[config.mk]
export PLATFORM = sky130hd
export DESIGN_NAME = frr_top
export DESIGN_NICKNAME = d
export VERILOG_FILES = /design/src/design/frr_pkg.sv /design/src/design/frr_tmr_if.sv /design/src/design/frr_timer.sv /design/src/design/frr_top.sv
export SDC_FILE = /design/constraint.sdc
export NUM_CORES = 1
export LEC_CHECK = 0
export BUFFER_PORTS_ARGS = -buffer_cell sky130_fd_sc_hd__buf_2
export CAP_MARGIN = 0
export CORE_AREA = 4 4 105 107
export CTS_CLUSTER_DIAMETER = 150
export DETAILED_ROUTE_END_ITERATION = 7
export DIE_AREA = 0 0 109 111
export PLACE_DENSITY = 0.8
export SYNTH_ARGS = -nofsm -noshare
export SYNTH_HDL_FRONTEND = slang
export SYNTH_HIERARCHICAL = 1
export SYNTH_SLANG_ARGS = --single-unit
[constraint.sdc]
create_clock -name clk_i -period 3.4 [get_ports clk_i]
set_clock_uncertainty 0.1 [all_clocks]
set_input_delay 0.17 -clock clk_i [delete_from_list [all_inputs] [get_ports clk_i]]
set_output_delay 0.17 -clock clk_i [all_outputs]
set_load 0.01 [all_outputs]
[src/design/frr_pkg.sv]
package frr_pkg;
  // Clock and time base
  localparam int CLK_NS = 8;
  localparam int TICK_NS = 1000;
  localparam int TICK_CYC = (TICK_NS + CLK_NS - 1) / CLK_NS;
  localparam int TICK_W = 7;

  // Register byte offsets
  localparam logic [7:0] OFS_RESP = 8'h00;
  localparam logic [7:0] OFS_UNIT = 8'h04;
  localparam logic [7:0] OFS_CTRL = 8'h08;
  localparam logic [7:0] OFS_STATUS = 8'h0C;
  localparam logic [7:0] OFS_IRQ_STAT = 8'h10;
  localparam logic [7:0] OFS_IRQ_MASK = 8'h14;

  // Response byte fields
  localparam int RESP_ACT_HI = 7;
  localparam int RESP_ACT_LO = 6;
  localparam int RESP_RETRY_HI = 5;
  localparam int RESP_RETRY_LO = 3;
  localparam int RESP_DLY_HI = 2;
  localparam int RESP_DLY_LO = 0;

  localparam logic [1:0] ACT_IGNORE = 2'h0;
  localparam logic [1:0] ACT_CONT = 2'h1;
  localparam logic [1:0] ACT_SHUT = 2'h2;
  localparam logic [1:0] ACT_HOLD = 2'h3;

  localparam logic [2:0] RETRY_NONE = 3'h0;
  localparam logic [2:0] RETRY_CONT = 3'h7;

  // Control bits
  localparam int CTRL_CLR_BIT = 0;
  localparam int CTRL_OPER_BIT = 1;

  // Status bits
  localparam int ST_LATCH_BIT = 0;
  localparam int ST_OUT_BIT = 1;
  localparam int ST_RETRY_BIT = 2;
  localparam int ST_FAULT_BIT = 3;
  localparam int ST_REM_LO = 4;
  localparam int ST_REM_HI = 6;

  // Interrupt events
  localparam int IRQ_W = 3;
  localparam int EV_FAULT = 0;
  localparam int EV_LATCH = 1;
  localparam int EV_OK = 2;

  // Reset values
  localparam logic [7:0] RESP_RST = 8'h90;
  localparam logic [15:0] UNIT_RST = 16'h0064;
  localparam logic OPER_RST = 1'b1;
  localparam logic [IRQ_W-1:0] MASK_RST = 3'h0;

  typedef enum logic [6:0] {
    ST_OFF = 7'h01,
    ST_RUN = 7'h02,
    ST_CONT = 7'h04,
    ST_WAIT = 7'h08,
    ST_TRY = 7'h10,
    ST_LATCH = 7'h20,
    ST_HOLD = 7'h40
  } frr_state_type;

  function automatic logic [7:0] frr_pow2(input logic [2:0] code);
    frr_pow2 = 8'h01 << code;
  endfunction : frr_pow2

  function automatic frr_state_type frr_shut_state(input logic [2:0] retry);
    frr_shut_state = (retry == RETRY_NONE) ? ST_LATCH : ST_WAIT;
  endfunction : frr_shut_state
endpackage : frr_pkg

[src/design/frr_tmr_if.sv]
`timescale 1ns/1ns
interface frr_tmr_if;
  logic start;
  logic [2:0] code;
  logic [15:0] unit;
  logic done;
  modport ctl (output start, output code, output unit, input done);
  modport tmr (input start, input code, input unit, output done);
endinterface : frr_tmr_if

[src/design/frr_timer.sv]
`timescale 1ns/1ns
module frr_timer import frr_pkg::*; (
  input wire logic clk_i,
  input wire logic rst_i,
  frr_tmr_if.tmr tmr
);
  logic [TICK_W-1:0] pre_r;
  logic tick;
  logic run_r;
  logic done_r;
  logic [7:0] units_r;
  logic [15:0] us_r;
  logic [15:0] unit_len;

  // A zero unit would never expire, so it counts as one
  assign unit_len = (tmr.unit == 16'h0000) ? 16'h0001 : tmr.unit;
  assign tick = (pre_r == TICK_W'(TICK_CYC - 1));
  assign tmr.done = done_r;

  // Prescaler restarts with each timing so the first unit is full length
  always_ff @(posedge clk_i) begin
    if (rst_i || tmr.start || tick) begin
      pre_r <= '0;
    end else begin
      pre_r <= pre_r + TICK_W'(1);
    end
  end

  always_ff @(posedge clk_i) begin
    if (rst_i) begin
      run_r <= 1'b0;
      done_r <= 1'b0;
      units_r <= 8'h00;
      us_r <= 16'h0000;
    end else if (tmr.start) begin
      run_r <= 1'b1;
      done_r <= 1'b0;
      units_r <= frr_pow2(tmr.code);
      us_r <= unit_len;
    end else if (run_r && tick) begin
      if (us_r <= 16'h0001) begin
        if (units_r <= 8'h01) begin
          run_r <= 1'b0;
          done_r <= 1'b1;
        end else begin
          units_r <= units_r - 8'h01;
          us_r <= unit_len;
        end
      end else begin
        us_r <= us_r - 16'h0001;
      end
    end
  end
endmodule : frr_timer

[src/design/frr_top.sv]
`timescale 1ns/1ns
// Behaviour
// - Retry count comes from response bits 5:3
// - Retry 000: no restart, latch off
// - Retry 111: restart forever
// - Retry 1..6: that many, then latch off
// - Attempt starts spaced by delay times unit
// - Delay code gives power-of-two units
// - Bits 7:6 pick ignore/continue/shutdown/hold
// - Clear, command, off-on cycle, bias loss unlatch
module frr_top import frr_pkg::*; (
  input wire logic clk_i,
  input wire logic rst_i,
  input wire logic wb_cyc_i,
  input wire logic wb_stb_i,
  input wire logic wb_we_i,
  input wire logic [7:0] wb_adr_i,
  input wire logic [3:0] wb_sel_i,
  input wire logic [31:0] wb_dat_i,
  output logic [31:0] wb_dat_o,
  output logic wb_ack_o,
  input wire logic fault_i,
  input wire logic ctrl_pin_i,
  input wire logic bias_ok_i,
  output logic out_en_o,
  output logic irq_o
);
  logic [1:0] fault_sync_r;
  logic [1:0] ctrl_sync_r;
  logic [1:0] bias_sync_r;
  logic fault_s;
  logic cmd_on;
  logic cmd_on_r;

  logic [7:0] resp_r;
  logic [15:0] unit_r;
  logic oper_r;
  logic [IRQ_W-1:0] irq_stat_r;
  logic [IRQ_W-1:0] irq_stat_nxt;
  logic [IRQ_W-1:0] irq_mask_r;
  logic [IRQ_W-1:0] irq_mask_nxt;
  logic ack_r;
  logic [31:0] dat_r;

  logic bus_req;
  logic wr;
  logic rd;
  logic clr_cmd;
  logic clr_w1c;
  logic fault_clear;

  frr_state_type state_r;
  frr_state_type state_nxt;
  logic [2:0] rem_r;
  logic [2:0] rem_nxt;
  logic tmr_start;
  logic ev_fault;
  logic ev_latch;
  logic ev_ok;
  logic [1:0] action;
  logic [2:0] retry;
  logic cont;
  logic [IRQ_W-1:0] ev_vec;
  logic [IRQ_W-1:0] irq_clr;
  logic [31:0] status_word;

  frr_tmr_if tmr_bus ();

  frr_timer u_timer (
    .clk_i(clk_i),
    .rst_i(rst_i),
    .tmr(tmr_bus)
  );

  // Pins cross in through two flops each
  always_ff @(posedge clk_i) begin
    if (rst_i) begin
      fault_sync_r <= 2'h0;
      ctrl_sync_r <= 2'h0;
      bias_sync_r <= 2'h0;
    end else begin
      fault_sync_r <= {fault_sync_r[0], fault_i};
      ctrl_sync_r <= {ctrl_sync_r[0], ctrl_pin_i};
      bias_sync_r <= {bias_sync_r[0], bias_ok_i};
    end
  end

  assign fault_s = fault_sync_r[1];
  assign cmd_on = ctrl_sync_r[1] && oper_r && bias_sync_r[1];

  always_ff @(posedge clk_i) begin
    if (rst_i) begin
      cmd_on_r <= 1'b0;
    end else begin
      cmd_on_r <= cmd_on;
    end
  end

  // Response byte decode
  assign action = resp_r[RESP_ACT_HI:RESP_ACT_LO];
  assign retry = resp_r[RESP_RETRY_HI:RESP_RETRY_LO];
  assign cont = (retry == RETRY_CONT);

  // Bus decode; effect lands on the edge that raises ack
  assign bus_req = wb_cyc_i && wb_stb_i && !ack_r;
  assign wr = bus_req && wb_we_i;
  assign rd = bus_req && !wb_we_i;
  assign clr_cmd = wr && (wb_adr_i == OFS_CTRL) && wb_sel_i[0] && wb_dat_i[CTRL_CLR_BIT];
  assign clr_w1c = wr && (wb_adr_i == OFS_STATUS) && wb_sel_i[0] && wb_dat_i[ST_LATCH_BIT];
  // Power-up after an off period also counts as the on edge
  assign fault_clear = clr_cmd || clr_w1c || (cmd_on && !cmd_on_r);

  assign tmr_bus.start = tmr_start;
  assign tmr_bus.code = resp_r[RESP_DLY_HI:RESP_DLY_LO];
  assign tmr_bus.unit = unit_r;

  always_ff @(posedge clk_i) begin
    if (rst_i) begin
      ack_r <= 1'b0;
    end else begin
      ack_r <= bus_req;
    end
  end

  always_ff @(posedge clk_i) begin
    if (rst_i) begin
      resp_r <= RESP_RST;
    end else if (wr && (wb_adr_i == OFS_RESP) && wb_sel_i[0]) begin
      resp_r <= wb_dat_i[7:0];
    end
  end

  always_ff @(posedge clk_i) begin
    if (rst_i) begin
      unit_r <= UNIT_RST;
    end else if (wr && (wb_adr_i == OFS_UNIT)) begin
      if (wb_sel_i[0]) begin
        unit_r[7:0] <= wb_dat_i[7:0];
      end
      if (wb_sel_i[1]) begin
        unit_r[15:8] <= wb_dat_i[15:8];
      end
    end
  end

  always_ff @(posedge clk_i) begin
    if (rst_i) begin
      oper_r <= OPER_RST;
    end else if (wr && (wb_adr_i == OFS_CTRL) && wb_sel_i[0]) begin
      oper_r <= wb_dat_i[CTRL_OPER_BIT];
    end
  end

  always_ff @(posedge clk_i) begin
    if (rst_i) begin
      irq_mask_r <= MASK_RST;
    end else if (wr && (wb_adr_i == OFS_IRQ_MASK) && wb_sel_i[0]) begin
      irq_mask_r <= wb_dat_i[IRQ_W-1:0];
    end
  end

  // Sticky events; a new event beats a clear in the same cycle
  assign ev_vec = {ev_ok, ev_latch, ev_fault};
  assign irq_clr = (wr && (wb_adr_i == OFS_IRQ_STAT) && wb_sel_i[0]) ? wb_dat_i[IRQ_W-1:0] : '0;
  // Mask write reaches irq on the same edge as the register
  assign irq_mask_nxt = (wr && (wb_adr_i == OFS_IRQ_MASK) && wb_sel_i[0]) ? wb_dat_i[IRQ_W-1:0] : irq_mask_r;
  assign irq_stat_nxt = (irq_stat_r & ~irq_clr) | ev_vec;

  always_ff @(posedge clk_i) begin
    if (rst_i) begin
      irq_stat_r <= '0;
      irq_o <= 1'b0;
    end else begin
      irq_stat_r <= irq_stat_nxt;
      irq_o <= |(irq_stat_nxt & irq_mask_nxt);
    end
  end

  always_comb begin
    status_word = 32'h0000_0000;
    status_word[ST_LATCH_BIT] = (state_r == ST_LATCH);
    status_word[ST_OUT_BIT] = out_en_o;
    status_word[ST_RETRY_BIT] = (state_r == ST_WAIT) || (state_r == ST_TRY);
    status_word[ST_FAULT_BIT] = fault_s;
    status_word[ST_REM_HI:ST_REM_LO] = rem_r;
  end

  // Unmapped reads answer zero
  always_ff @(posedge clk_i) begin
    if (rst_i) begin
      dat_r <= 32'h0000_0000;
    end else if (rd) begin
      case (wb_adr_i)
        OFS_RESP: dat_r <= {24'h00_0000, resp_r};
        OFS_UNIT: dat_r <= {16'h0000, unit_r};
        OFS_CTRL: dat_r <= {30'h0000_0000, oper_r, 1'b0};
        OFS_STATUS: dat_r <= status_word;
        OFS_IRQ_STAT: dat_r <= {29'h0000_0000, irq_stat_r};
        OFS_IRQ_MASK: dat_r <= {29'h0000_0000, irq_mask_r};
        default: dat_r <= 32'h0000_0000;
      endcase
    end
  end

  assign wb_ack_o = ack_r;
  assign wb_dat_o = dat_r;

  always_comb begin
    state_nxt = state_r;
    rem_nxt = rem_r;
    tmr_start = 1'b0;
    ev_fault = 1'b0;
    ev_latch = 1'b0;
    ev_ok = 1'b0;
    if (!cmd_on) begin
      // Commanded off or bias lost
      state_nxt = ST_OFF;
      rem_nxt = retry;
    end else begin
      case (state_r)
        ST_OFF: begin
          state_nxt = ST_RUN;
          rem_nxt = retry;
        end
        ST_RUN: begin
          if (fault_s) begin
            ev_fault = 1'b1;
            case (action)
              ACT_IGNORE: state_nxt = ST_RUN;
              ACT_CONT: begin
                state_nxt = ST_CONT;
                tmr_start = 1'b1;
              end
              ACT_SHUT: begin
                state_nxt = frr_shut_state(retry);
                tmr_start = (retry != RETRY_NONE);
                ev_latch = (retry == RETRY_NONE);
                rem_nxt = retry;
              end
              ACT_HOLD: state_nxt = ST_HOLD;
              default: state_nxt = ST_RUN;
            endcase
          end
        end
        ST_CONT: begin
          // Output stays on for the delay, then retry setting applies if the fault persists, else back to run
          if (tmr_bus.done) begin
            if (fault_s) begin
              state_nxt = frr_shut_state(retry);
              tmr_start = (retry != RETRY_NONE);
              ev_latch = (retry == RETRY_NONE);
              rem_nxt = retry;
            end else begin
              state_nxt = ST_RUN;
            end
          end
        end
        ST_WAIT: begin
          // Timer runs from the start of the previous attempt
          if (tmr_bus.done) begin
            state_nxt = ST_TRY;
            tmr_start = 1'b1;
            if (!cont) begin
              rem_nxt = rem_r - 3'h1;
            end
          end
        end
        ST_TRY: begin
          if (fault_s) begin
            ev_fault = 1'b1;
            if (cont || (rem_r != 3'h0)) begin
              state_nxt = ST_WAIT;
            end else begin
              state_nxt = ST_LATCH;
              ev_latch = 1'b1;
            end
          end else if (tmr_bus.done) begin
            // Fault-free for one full delay counts as a good restart
            state_nxt = ST_RUN;
            ev_ok = 1'b1;
            rem_nxt = retry;
          end
        end
        ST_LATCH: begin
          if (fault_clear) begin
            state_nxt = ST_RUN;
            rem_nxt = retry;
          end
        end
        ST_HOLD: begin
          if (!fault_s) begin
            state_nxt = ST_RUN;
          end
        end
        default: state_nxt = ST_OFF;
      endcase
    end
  end

  always_ff @(posedge clk_i) begin
    if (rst_i) begin
      state_r <= ST_OFF;
      rem_r <= 3'h0;
    end else begin
      state_r <= state_nxt;
      rem_r <= rem_nxt;
    end
  end

  // Output enable follows the next state so it aligns with state_r
  always_ff @(posedge clk_i) begin
    if (rst_i) begin
      out_en_o <= 1'b0;
    end else begin
      out_en_o <= (state_nxt == ST_RUN) || (state_nxt == ST_CONT) || (state_nxt == ST_TRY);
    end
  end
endmodule : frr_top

==> results.tsv, run 1 <==
metric	value	unit
leading cell types by count after synthesis	100 x dfxtp_1, 71 x nor2_1, 51 x nand2_1	
TritonCTS clock tree	built	
number of enable-type register cells in the synthesized netlist	0	
vias in the first global route	5072	
dominant cells by area after synthesis	dfxtp_1 35%, mux2i_1 7.0%, nor2_1 4.6%, nand2_1 3.3%, nand3_1 3.3%	
final net count	806	
RSZ-0062 raised after global routing	no	
sequential share of the synthesized area	34.8	%
Filler Cells Inserted	864	
leakage component of the power	2.64	nW
summed negative setup slack over all endpoints	0	ns
placement row count	37	
IO Pins	87	
routed vias/inst	6.11	
H-tree Lvls	3	
Worst-Margin Slew	0.892	ns
post-detailed-route DRC marker count	0	
post-synthesis area per instance	8.40	um^2
category of the worst setup path launch point	register	
Finish-stage setup viols	0	
outcome	completed	
Hold Path Class	primary input to register	
worst supply voltage drop on vdd	0.207	mV
Antenna diodes	0	
hold slack	0.0212	ns
CTS root buffer	clkbuf_8	
final-report max-slew violation count	0	
number of synthesis warnings	6	
power density over the cells	334	mW/mm^2
area fraction of the dominant cell type after synthesis	34.8	%
sum of overflow across all layers after global routing	0	
async set-or-reset flop fraction in the synthesized netlist	0	%
Cells after Synth	685	
Core Region	0.0101	mm^2
library cell occupying the most area in the post-synthesis netlist	dfxtp_1	
max_slew headroom	39.0	%
pin count of the biggest net entering global routing	62	
clock buffers created by TritonCTS	9	
Detail Route Antenna Nets	0	
number of DRC markers after the initial detailed-route iteration	561	
biggest fanout along the worst timing path	10	
synth unique cells	77	
synthesized area	0.00576	mm^2
clock transition at the registers of the reported paths	0.10	ns
antenna violations before repair	0	
Die Outline Area	0.0121	mm^2
highest clock frequency the design can meet	309	MHz
maximum capacitance violations	0	
total of buffers placed on input and output ports	52	
Sink Count	100	
crit end category	register	
via count	5392	
detail-routed net length per standard cell	17.4	um
area overhead of the layout relative to synthesis	12.7	%
clock latency on the worst-skew pair	0.37	ns
last weighted congestion value of the routability-driven placer	0.923	
clock period minus worst slack	3.24	ns
number of buffers on the longest clock path	2	
period utilization	95.2	%
Initial Utilization	56.8	%
Detail Placement HPWL	11100	um
Setup Buffers After CTS	0	
first-pass GRT wire length	24800	um
number of failing hold endpoints at the final stage	0	
CP Data Arrival Time	3.42	ns
Die Span Y	111	um
drt pass-1 iters	6	
number of flip-flops and latches in the synthesized netlist	100	
most frequently used cell type in the post-synthesis netlist	dfxtp_1	
share of post-route cells with drive strength above 1	16.6	%
Main synth FF type	dfxtp_1	
DIE WIDTH	109	um
worst path required time	3.58	ns
GR Util All Layers	25.1	%
wire length after detailed routing	15300	um
critical setup path kind	register to register	
timing repair:
item,in CTS,in global routing
endpoints found under the setup margin,0,1
hold endpoints to repair,23,0
hold buffers,20,0
gates resized for setup,0,2
state kept, by name (all words and copies together) (netlist names), 3 cells and up:
signal	flops
resp_r	8
irq_mask_r	3
state_r	7
u_timer/pre_r	7
u_timer/us_r	16
wb_dat_o	16
u_timer/units_r	8
rem_r	3
tmr_bus.unit	16
irq_stat_r	3
path summary, 6_finish.rpt:
| path | start | end | slack, ns | cells past startpoint |
|---|---|---|---|---|
| worst min-delay path | wb_dat_i[0] | resp_r[0] | 0.02 | 3 |
| worst max-delay path | state_r[5] | u_timer/units_r[2] | 0.16 | 12 |
| worst max register to register | state_r[5] | u_timer/units_r[2] | 0.16 | 12 |
| worst min register to register | fault_sync_r[0] | fault_sync_r[1] | 0.35 | 1 |
layout make-up:
type,count,area (um^2),share of cell area (%)
Sequential cell,100,2000,30.9
Clock inverter,7,98.8,1.52
Tap cell,136,170,2.62
Timing Repair Buffer,88,593,9.14
Multi-Input combinational cell,509,3370,52.0
Clock buffer,9,124,1.91
Inverter,34,128,1.97
cell usage in the layout (no fill, tap or decap), drive strengths merged, types with 7 or more instances in the layout:
cell / netlist / final
and3: 7 / 7
ha: 12 / 12
or3: 9 / 9
conb: 1 / 16
dfxtp: 100 / 100
o21ai: 19 / 19
buf: 27 / 68
nand4: 10 / 10
nor4: 23 / 23
dlygate4sd3: 0 / 20
nor2b: 14 / 14
nand2: 51 / 51
nand3b: 7 / 7
mux2i: 40 / 40
a22oi: 15 / 15
o32ai: 16 / 16
nor2: 71 / 71
nand2b: 9 / 9
nand3: 38 / 38
inv: 33 / 35
clkbuf: 30 / 9
a21oi: 36 / 36
nor3: 18 / 18
stage by stage:
step	instances	cell area, um^2	power [mW]	utilization [%]	setup WS, ns
after floorplan	700	5810	1.29	-	0.509
after global placement	847	6050	1.31	59.7	0.327
after detailed placement	847	6050	1.31	59.7	0.194
after CTS	883	6480	2.18	63.9	0.124
after global routing	883	6490	2.24	64.0	0.00362
final	883	6490	2.16	64.0	0.162
worst max-delay path, cell delays in order (launching register included):
cell and delay [ns]:
dfxtp_1 0.40, or4_4 0.60, nor4_1 0.29, buf_4 0.18, nand2_1 0.10, a31oi_2 0.22
buf_4 0.20, buf_4 0.17, nand2b_1 0.11, nor2_2 0.18, a2bb2oi_1 0.21, a221oi_1 0.11
a311oi_1 0.27
kinds of logic (layout without fill, tap and decap cells):
| logic type | Yosys count | count (layout) | synth area share, % |
|---|---|---|---|
| multiplexers | 41 | 41 | 7.15 |
| adder cells (fa/ha/maj) | 12 | 12 | 2.61 |
| XOR/XNOR | 9 | 9 | 1.37 |
| buffers and inverters | 91 | 138 | 7.80 |
| AO/OA/AOI/OAI | 141 | 141 | 18.9 |
| AND/OR/NAND/NOR | 290 | 290 | 27.3 |
| other | 1 | 16 | 0.0651 |
| flip-flops | 100 | 100 | 34.8 |
power by group:
group	internal, mW	switching (mW)	leakage, nW	total (mW)
clock	0.421	0.440	0.115	0.862
sequential	1.18	0.00674	0.808	1.18
combinational	0.0473	0.0707	1.72	0.118
per-layer routing:
layer	routed length [um]	vias to the layer above	share of wire [%]	track usage, %
li1	-	2572	-	-
met2	7420	237	48	41.3
met5	0	-	0	0
met3	1220	22	7.9	4.08
met1	6520	2561	42	33.7
met4	193	0	1.3	6.65
Power figures use the tool's default switching activity.
==> run 2, diff against run 1 <==
--- a/config.mk
+++ b/config.mk
@@ -7,11 +7,11 @@
 export LEC_CHECK = 0
 export BUFFER_PORTS_ARGS = -buffer_cell sky130_fd_sc_hd__buf_2
 export CAP_MARGIN = 0
-export CORE_AREA = 4 4 105 107
+export CORE_AREA = 4 4 117 97
 export CTS_CLUSTER_DIAMETER = 150
 export DETAILED_ROUTE_END_ITERATION = 7
-export DIE_AREA = 0 0 109 111
-export PLACE_DENSITY = 0.8
+export DIE_AREA = 0 0 121 101
+export PLACE_DENSITY = 0.79
 export SYNTH_ARGS = -nofsm -noshare
 export SYNTH_HDL_FRONTEND = slang
 export SYNTH_HIERARCHICAL = 1
==> results.tsv, run 2 (same netlist as run 1, synthesis figures left out) <==
metric	value	unit	change
outcome	completed		
biggest fanout along the worst timing path	13		+3
Hold Path Class	primary input to register		
power density over the cells	360	mW/mm^2	+7.8%
peak-usage layer in the global routing report	met2		
Worst-Margin Slew	0.747	ns	-0.145 ns
maximum capacitance violations	0		unchanged
antenna violations before repair	0		unchanged
Top Family by Delay on Critical Path	simple AND/OR/NAND/NOR gates		
summed negative setup slack over all endpoints	0	ns	unchanged
share of post-route cells with drive strength above 1	16.7	%	+0.089 points
min setup slack post-route	0.119	ns	-0.0436 ns
post-detailed-route DRC marker count	0		unchanged
part of the power in the clock network	44.9	%	+5.1 points
internal portion of total power	1.81	mW	+9.7%
detail-routed net length per standard cell	17.4	um	about the same
H-tree Lvls	3		unchanged
area overhead of the layout relative to synthesis	14.1	%	
met1 track demand over resource in global routing	33.7	%	about the same
Detail Route Antenna Nets	0		unchanged
Die Outline Area	0.0122	mm^2	+1.0%
DIE WIDTH	121	um	+11%
category of the worst setup path launch point	register		
wire length after detailed routing	15400	um	+0.61%
Core Region	0.0101	mm^2	-0.22%
routed vias/inst	6.12		+0.25%
GR Util All Layers	25.2	%	+0.16 points
IO Pins	87		unchanged
sum of overflow across all layers after global routing	0		unchanged
Finish-stage setup viols	0		unchanged
Sink Count	100		unchanged
pin count of the biggest net entering global routing	44		-29%
number of buffers and inverters on the critical path	2		-1
power spent charging and discharging nets	0.556	mW	+7.4%
Flop pwr share	50.1	%	-4.6 points
worst path required time	3.54	ns	-0.04 ns
CTS root buffer	clkbuf_16		
period utilization	96.5	%	+1.3 points
drt pass-1 iters	5		-1
Die Span Y	101	um	-9.0%
number of failing hold endpoints at the final stage	0		unchanged
clock transition at the registers of the reported paths	0.07	ns	-0.03 ns
crit end category	register		
max_slew headroom	48.9	%	+9.9 points
placement row count	33		-11%
switching power as a share of total power	23.5	%	-0.39 points
last weighted congestion value of the routability-driven placer	0.924		+0.11%
critical path's slowest cell	or4_4		
Setup Buffers After CTS	0		unchanged
CP max stage delay	0.61	ns	about the same
via count	5442		+0.93%
RSZ-0062 raised after global routing	no		
M2 GR Usage	41.7	%	+0.36 points
pre-CTS setup slack	0.223	ns	+0.0298 ns
Antenna diodes	0		unchanged
CP Data Arrival Time	3.43	ns	about the same
first-pass GRT wire length	25100	um	+1.3%
leading cell type in the layout, fill and taps excluded	dfxtp_1		
final-report max-slew violation count	0		unchanged
Detail Placement HPWL	11000	um	-0.57%
clock period minus worst slack	3.28	ns	+0.0436 ns
clock buffers created by TritonCTS	9		unchanged
total of buffers placed on input and output ports	52		unchanged
clock latency on the worst-skew pair	0.35	ns	-0.02 ns
Initial Utilization	56.9	%	+0.13 points
met3 demand-to-capacity share in global routing	4.83	%	+0.75 points
critical path, cell by cell	or4_4, nor4_1, nand2_1, a31oi_1, buf_4, buf_4, o22ai_1, nor4b_1, nand2_1, and3_1		
highest clock frequency the design can meet	305	MHz	-1.3%
leakage component of the power	2.67	nW	+1.2%
commonest cells after routing, fill and taps aside	100 x dfxtp_1, 71 x nor2_1, 52 x buf_2, 51 x nand2_1, 40 x mux2i_1		
number of DRC markers after the initial detailed-route iteration	540		-3.7%
final net count	808		+0.25%
combinational fraction of design power	5.0	%	-0.5 points
worst supply voltage drop on vdd	0.256	mV	+24%
number of buffers on the longest clock path	2		unchanged
vias in the first global route	5089		+0.34%
TritonCTS clock tree	built		
share of the core filled with cells in the final layout	64.9	%	+0.95 points
critical setup path kind	register to register		
[run 2: cell count changes in the layout (fill, tap and decap cells not counted), moves of 2 or more]
cell        delta
clkinv_2       -2
clkinvlp_4     +2
clkbuf_16      +9
clkbuf_8       -9
buf_4          +4
[run 2: stage by stage]
stage               instances  instance area [um^2]  power, mW  hold WS, ns
floorplan                 700                  5810       1.29        0.195
detailed placement        854                  6070       1.31        0.287
global route              889                  6570       2.44       0.0309
finish                    889                  6570       2.36       0.0234
global placement          854                  6070       1.31        0.286
CTS                       889                  6570       2.37       0.0124
[run 2: area by class of cell]
| cell class | count | area (um^2) |
|---|---|---|
| fill | 830 | 3550 |
| multi-input combinational | 509 | 3360 |
| sequential | 100 | 2000 |
| timing repair buffer | 90 | 593 |
| clock buffer | 9 | 225 |
| tap | 140 | 175 |
| inverter | 34 | 128 |
| clock inverter | 7 | 82.6 |
[run 2: power by group through the flow]
stage | logic, mW | registers, mW | clock network, mW
2_1_floorplan | 0.0763 | 1.21 | 0
3_3_place_gp | 0.0945 | 1.21 | 0
3_5_place_dp | 0.0977 | 1.21 | 0
4_1_cts | 0.115 | 1.18 | 1.07
5_1_grt | 0.129 | 1.19 | 1.13
6_report | 0.118 | 1.18 | 1.06
[run 2: final timing paths]
check | startpoint | endpoint | slack (ns) | cells past startpoint
hold reg to reg | bias_sync_r[0] | bias_sync_r[1] | 0.34 | 1
setup / recovery | state_r[5] | u_timer/units_r[3] | 0.12 | 10
hold / removal | wb_dat_i[0] | resp_r[0] | 0.02 | 3
setup reg to reg | state_r[5] | u_timer/units_r[3] | 0.12 | 10
[run 2: routing by layer]
metal	vias up	wire (um)	part of all wire (%)
li1	2588	-	-
met1	2564	6740	44
met2	259	7200	47
met3	31	1190	7.7
met4	0	313	2.0
met5	-	0	0
[run 2: repair_timing]
item	4_1_cts	5_1_grt
gates resized for setup	0	0
hold buffers	19	0
hold endpoints to repair	22	0
[run 2: worst reg2reg max path, stage by stage, from the launching register on]
cell and delay (ns):
dfxtp_1 0.40, or4_4 0.61, nor4_1 0.50, nand2_1 0.15
a31oi_1 0.21, buf_4 0.23, buf_4 0.19, o22ai_1 0.12
nor4b_1 0.37, nand2_1 0.12, and3_1 0.19
==> run 3, diff against run 2 <==
--- a/config.mk
+++ b/config.mk
@@ -7,10 +7,10 @@
 export LEC_CHECK = 0
 export BUFFER_PORTS_ARGS = -buffer_cell sky130_fd_sc_hd__buf_2
 export CAP_MARGIN = 0
-export CORE_AREA = 4 4 117 97
+export CORE_AREA = 5 5 118 98
 export CTS_CLUSTER_DIAMETER = 150
 export DETAILED_ROUTE_END_ITERATION = 7
-export DIE_AREA = 0 0 121 101
+export DIE_AREA = 0 0 123 103
 export PLACE_DENSITY = 0.79
 export SYNTH_ARGS = -nofsm -noshare
 export SYNTH_HDL_FRONTEND = slang
==> results.tsv, run 3 (same netlist as run 1, synthesis figures left out) <==
metric	value	unit	change
final net count	805		-0.37%
CTS root buffer	clkbuf_16		
clock latency on the worst-skew pair	0.35	ns	about the same
number of DRC markers after the initial detailed-route iteration	588		+8.9%
summed negative setup slack over all endpoints	0	ns	unchanged
crit end category	register		
Initial Utilization	55.2	%	-1.7 points
clock buffers created by TritonCTS	9		unchanged
Detail Placement HPWL	11100	um	+0.55%
power density over the cells	371	mW/mm^2	+3.1%
number of buffers on the longest clock path	2		unchanged
last weighted congestion value of the routability-driven placer	0.967		+4.7%
category of the worst setup path launch point	register		
area overhead of the layout relative to synthesis	14.3	%	
Die Outline Area	0.0127	mm^2	+3.7%
leading cell type in the layout, fill and taps excluded	dfxtp_1		
share of the core filled with cells in the final layout	63.1	%	-1.8 points
routed vias/inst	6.14		+0.29%
final-report max-slew violation count	0		unchanged
Detail Route Antenna Nets	0		unchanged
Antenna diodes	0		unchanged
placement row count	34		+3.0%
detail-routed net length per standard cell	17.5	um	+0.60%
Setup Buffers After CTS	0		unchanged
vias in the first global route	5157		+1.3%
number of failing hold endpoints at the final stage	0		unchanged
share of post-route cells with drive strength above 1	17.2	%	+0.47 points
DIE WIDTH	123	um	+1.7%
critical setup path kind	register to register		
max_slew headroom	48.2	%	-0.67 points
part of the power in the clock network	46.6	%	+1.7 points
worst path required time	3.54	ns	about the same
power spent charging and discharging nets	0.530	mW	-4.8%
total of buffers placed on input and output ports	52		unchanged
leakage component of the power	2.68	nW	+0.26%
maximum capacitance violations	0		unchanged
Worst-Margin Slew	0.776	ns	+0.0294 ns
pin count of the biggest net entering global routing	44		unchanged
Finish-stage setup viols	0		unchanged
sum of overflow across all layers after global routing	0		unchanged
power after layout	2.44	mW	+3.3%
outcome	completed		
highest clock frequency the design can meet	315	MHz	+3.4%
IO Pins	87		unchanged
post-detailed-route DRC marker count	0		unchanged
wire length after detailed routing	15600	um	+0.71%
RSZ-0062 raised after global routing	no		
worst supply voltage drop on vdd	0.235	mV	-8.2%
clock transition at the registers of the reported paths	0.07	ns	about the same
Sink Count	100		unchanged
drt pass-1 iters	6		+1
Die Span Y	103	um	+2.0%
Flop pwr share	48.5	%	-1.6 points
GR Util All Layers	24.6	%	-0.57 points
period utilization	93.3	%	-3.2 points
internal portion of total power	1.91	mW	+5.7%
via count	5464		+0.40%
clock period minus worst slack	3.17	ns	-0.108 ns
Hold Path Class	primary input to register		
Core Region	0.0104	mm^2	+3.0%
Placed Area	0.00607	mm^2	about the same
TritonCTS clock tree	built		
switching power as a share of total power	21.7	%	-1.8 points
biggest fanout along the worst timing path	12		-1
combinational fraction of design power	4.9	%	about the same
antenna violations before repair	0		unchanged
Filler Cells Inserted	858		+3.4%
CP Data Arrival Time	3.32	ns	-0.11 ns
commonest cells after routing, fill and taps aside	100 x dfxtp_1, 71 x nor2_1, 52 x buf_2, 51 x nand2_1, 40 x mux2i_1		
H-tree Lvls	3		unchanged
post-route standard cell area excluding fillers	0.00658	mm^2	+0.17%
first-pass GRT wire length	25100	um	about the same
[run 3: metal layers]
layer / track usage (%) / routed length (um) / vias up
li1: - / - / 2582
met1: 32.9 / 6700 / 2573
met2: 40.5 / 7190 / 274
met3: 4.17 / 1320 / 35
met4: 8.60 / 331 / 0
met5: 0 / 0 / -
[run 3: timing repair]
| action | CTS | global route |
|---|---|---|
| resized for setup | 0 | 3 |
| endpoints found under the hold margin | 18 | 0 |
| endpoints found under the setup margin | 0 | 14 |
| hold buffers | 16 | 0 |
[run 3: worst max-delay path: stages, from the launching register on]
cell and delay (ns):
dfxtp_1 0.39, or4_4 0.61, nor4_2 0.28, nand2_1 0.14, a31oi_1 0.24, buf_4 0.20
inv_1 0.19, a32oi_1 0.35, nand2b_2 0.21, buf_4 0.23, o32ai_1 0.13
[run 3: per-stage QoR]
stage,cells,hold WS [ns],setup slack [ns]
global placement,858,0.285,0.195
detailed placement,858,0.282,0.145
finish,890,0.00523,0.226
CTS,890,0.00277,0.119
global route,890,0.0193,0.0285
floorplan,700,0.195,0.509
[run 3: worst paths after layout]
check,startpoint,end,depth (start not counted),slack [ns]
worst max-delay path,state_r[5],u_timer/us_r[13],10,0.23
worst min-delay path,wb_dat_i[3],tmr_bus.unit[3],3,0.005
worst max register to register,state_r[5],u_timer/us_r[13],10,0.23
worst min register to register,bias_sync_r[0],bias_sync_r[1],1,0.33
[run 3: layout make-up]
cell class / instances / area [um^2] / share of cell area (%)
multi-input cells: 509 / 3370 / 51.3
flip-flops and latches: 100 / 2000 / 30.4
repair buffers: 87 / 563 / 8.56
clock buffers: 11 / 253 / 3.84
well taps: 144 / 180 / 2.74
inverters: 34 / 128 / 1.94
clock inverters: 5 / 81.3 / 1.24
[run 3: power by group through the flow]
stage	combinational, mW	clock (mW)	sequential [mW]
floorplan	0.0763	0	1.21
global placement	0.0976	0	1.21
detailed placement	0.101	0	1.21
CTS	0.115	1.14	1.18
global route	0.129	1.21	1.18
finish	0.119	1.14	1.18
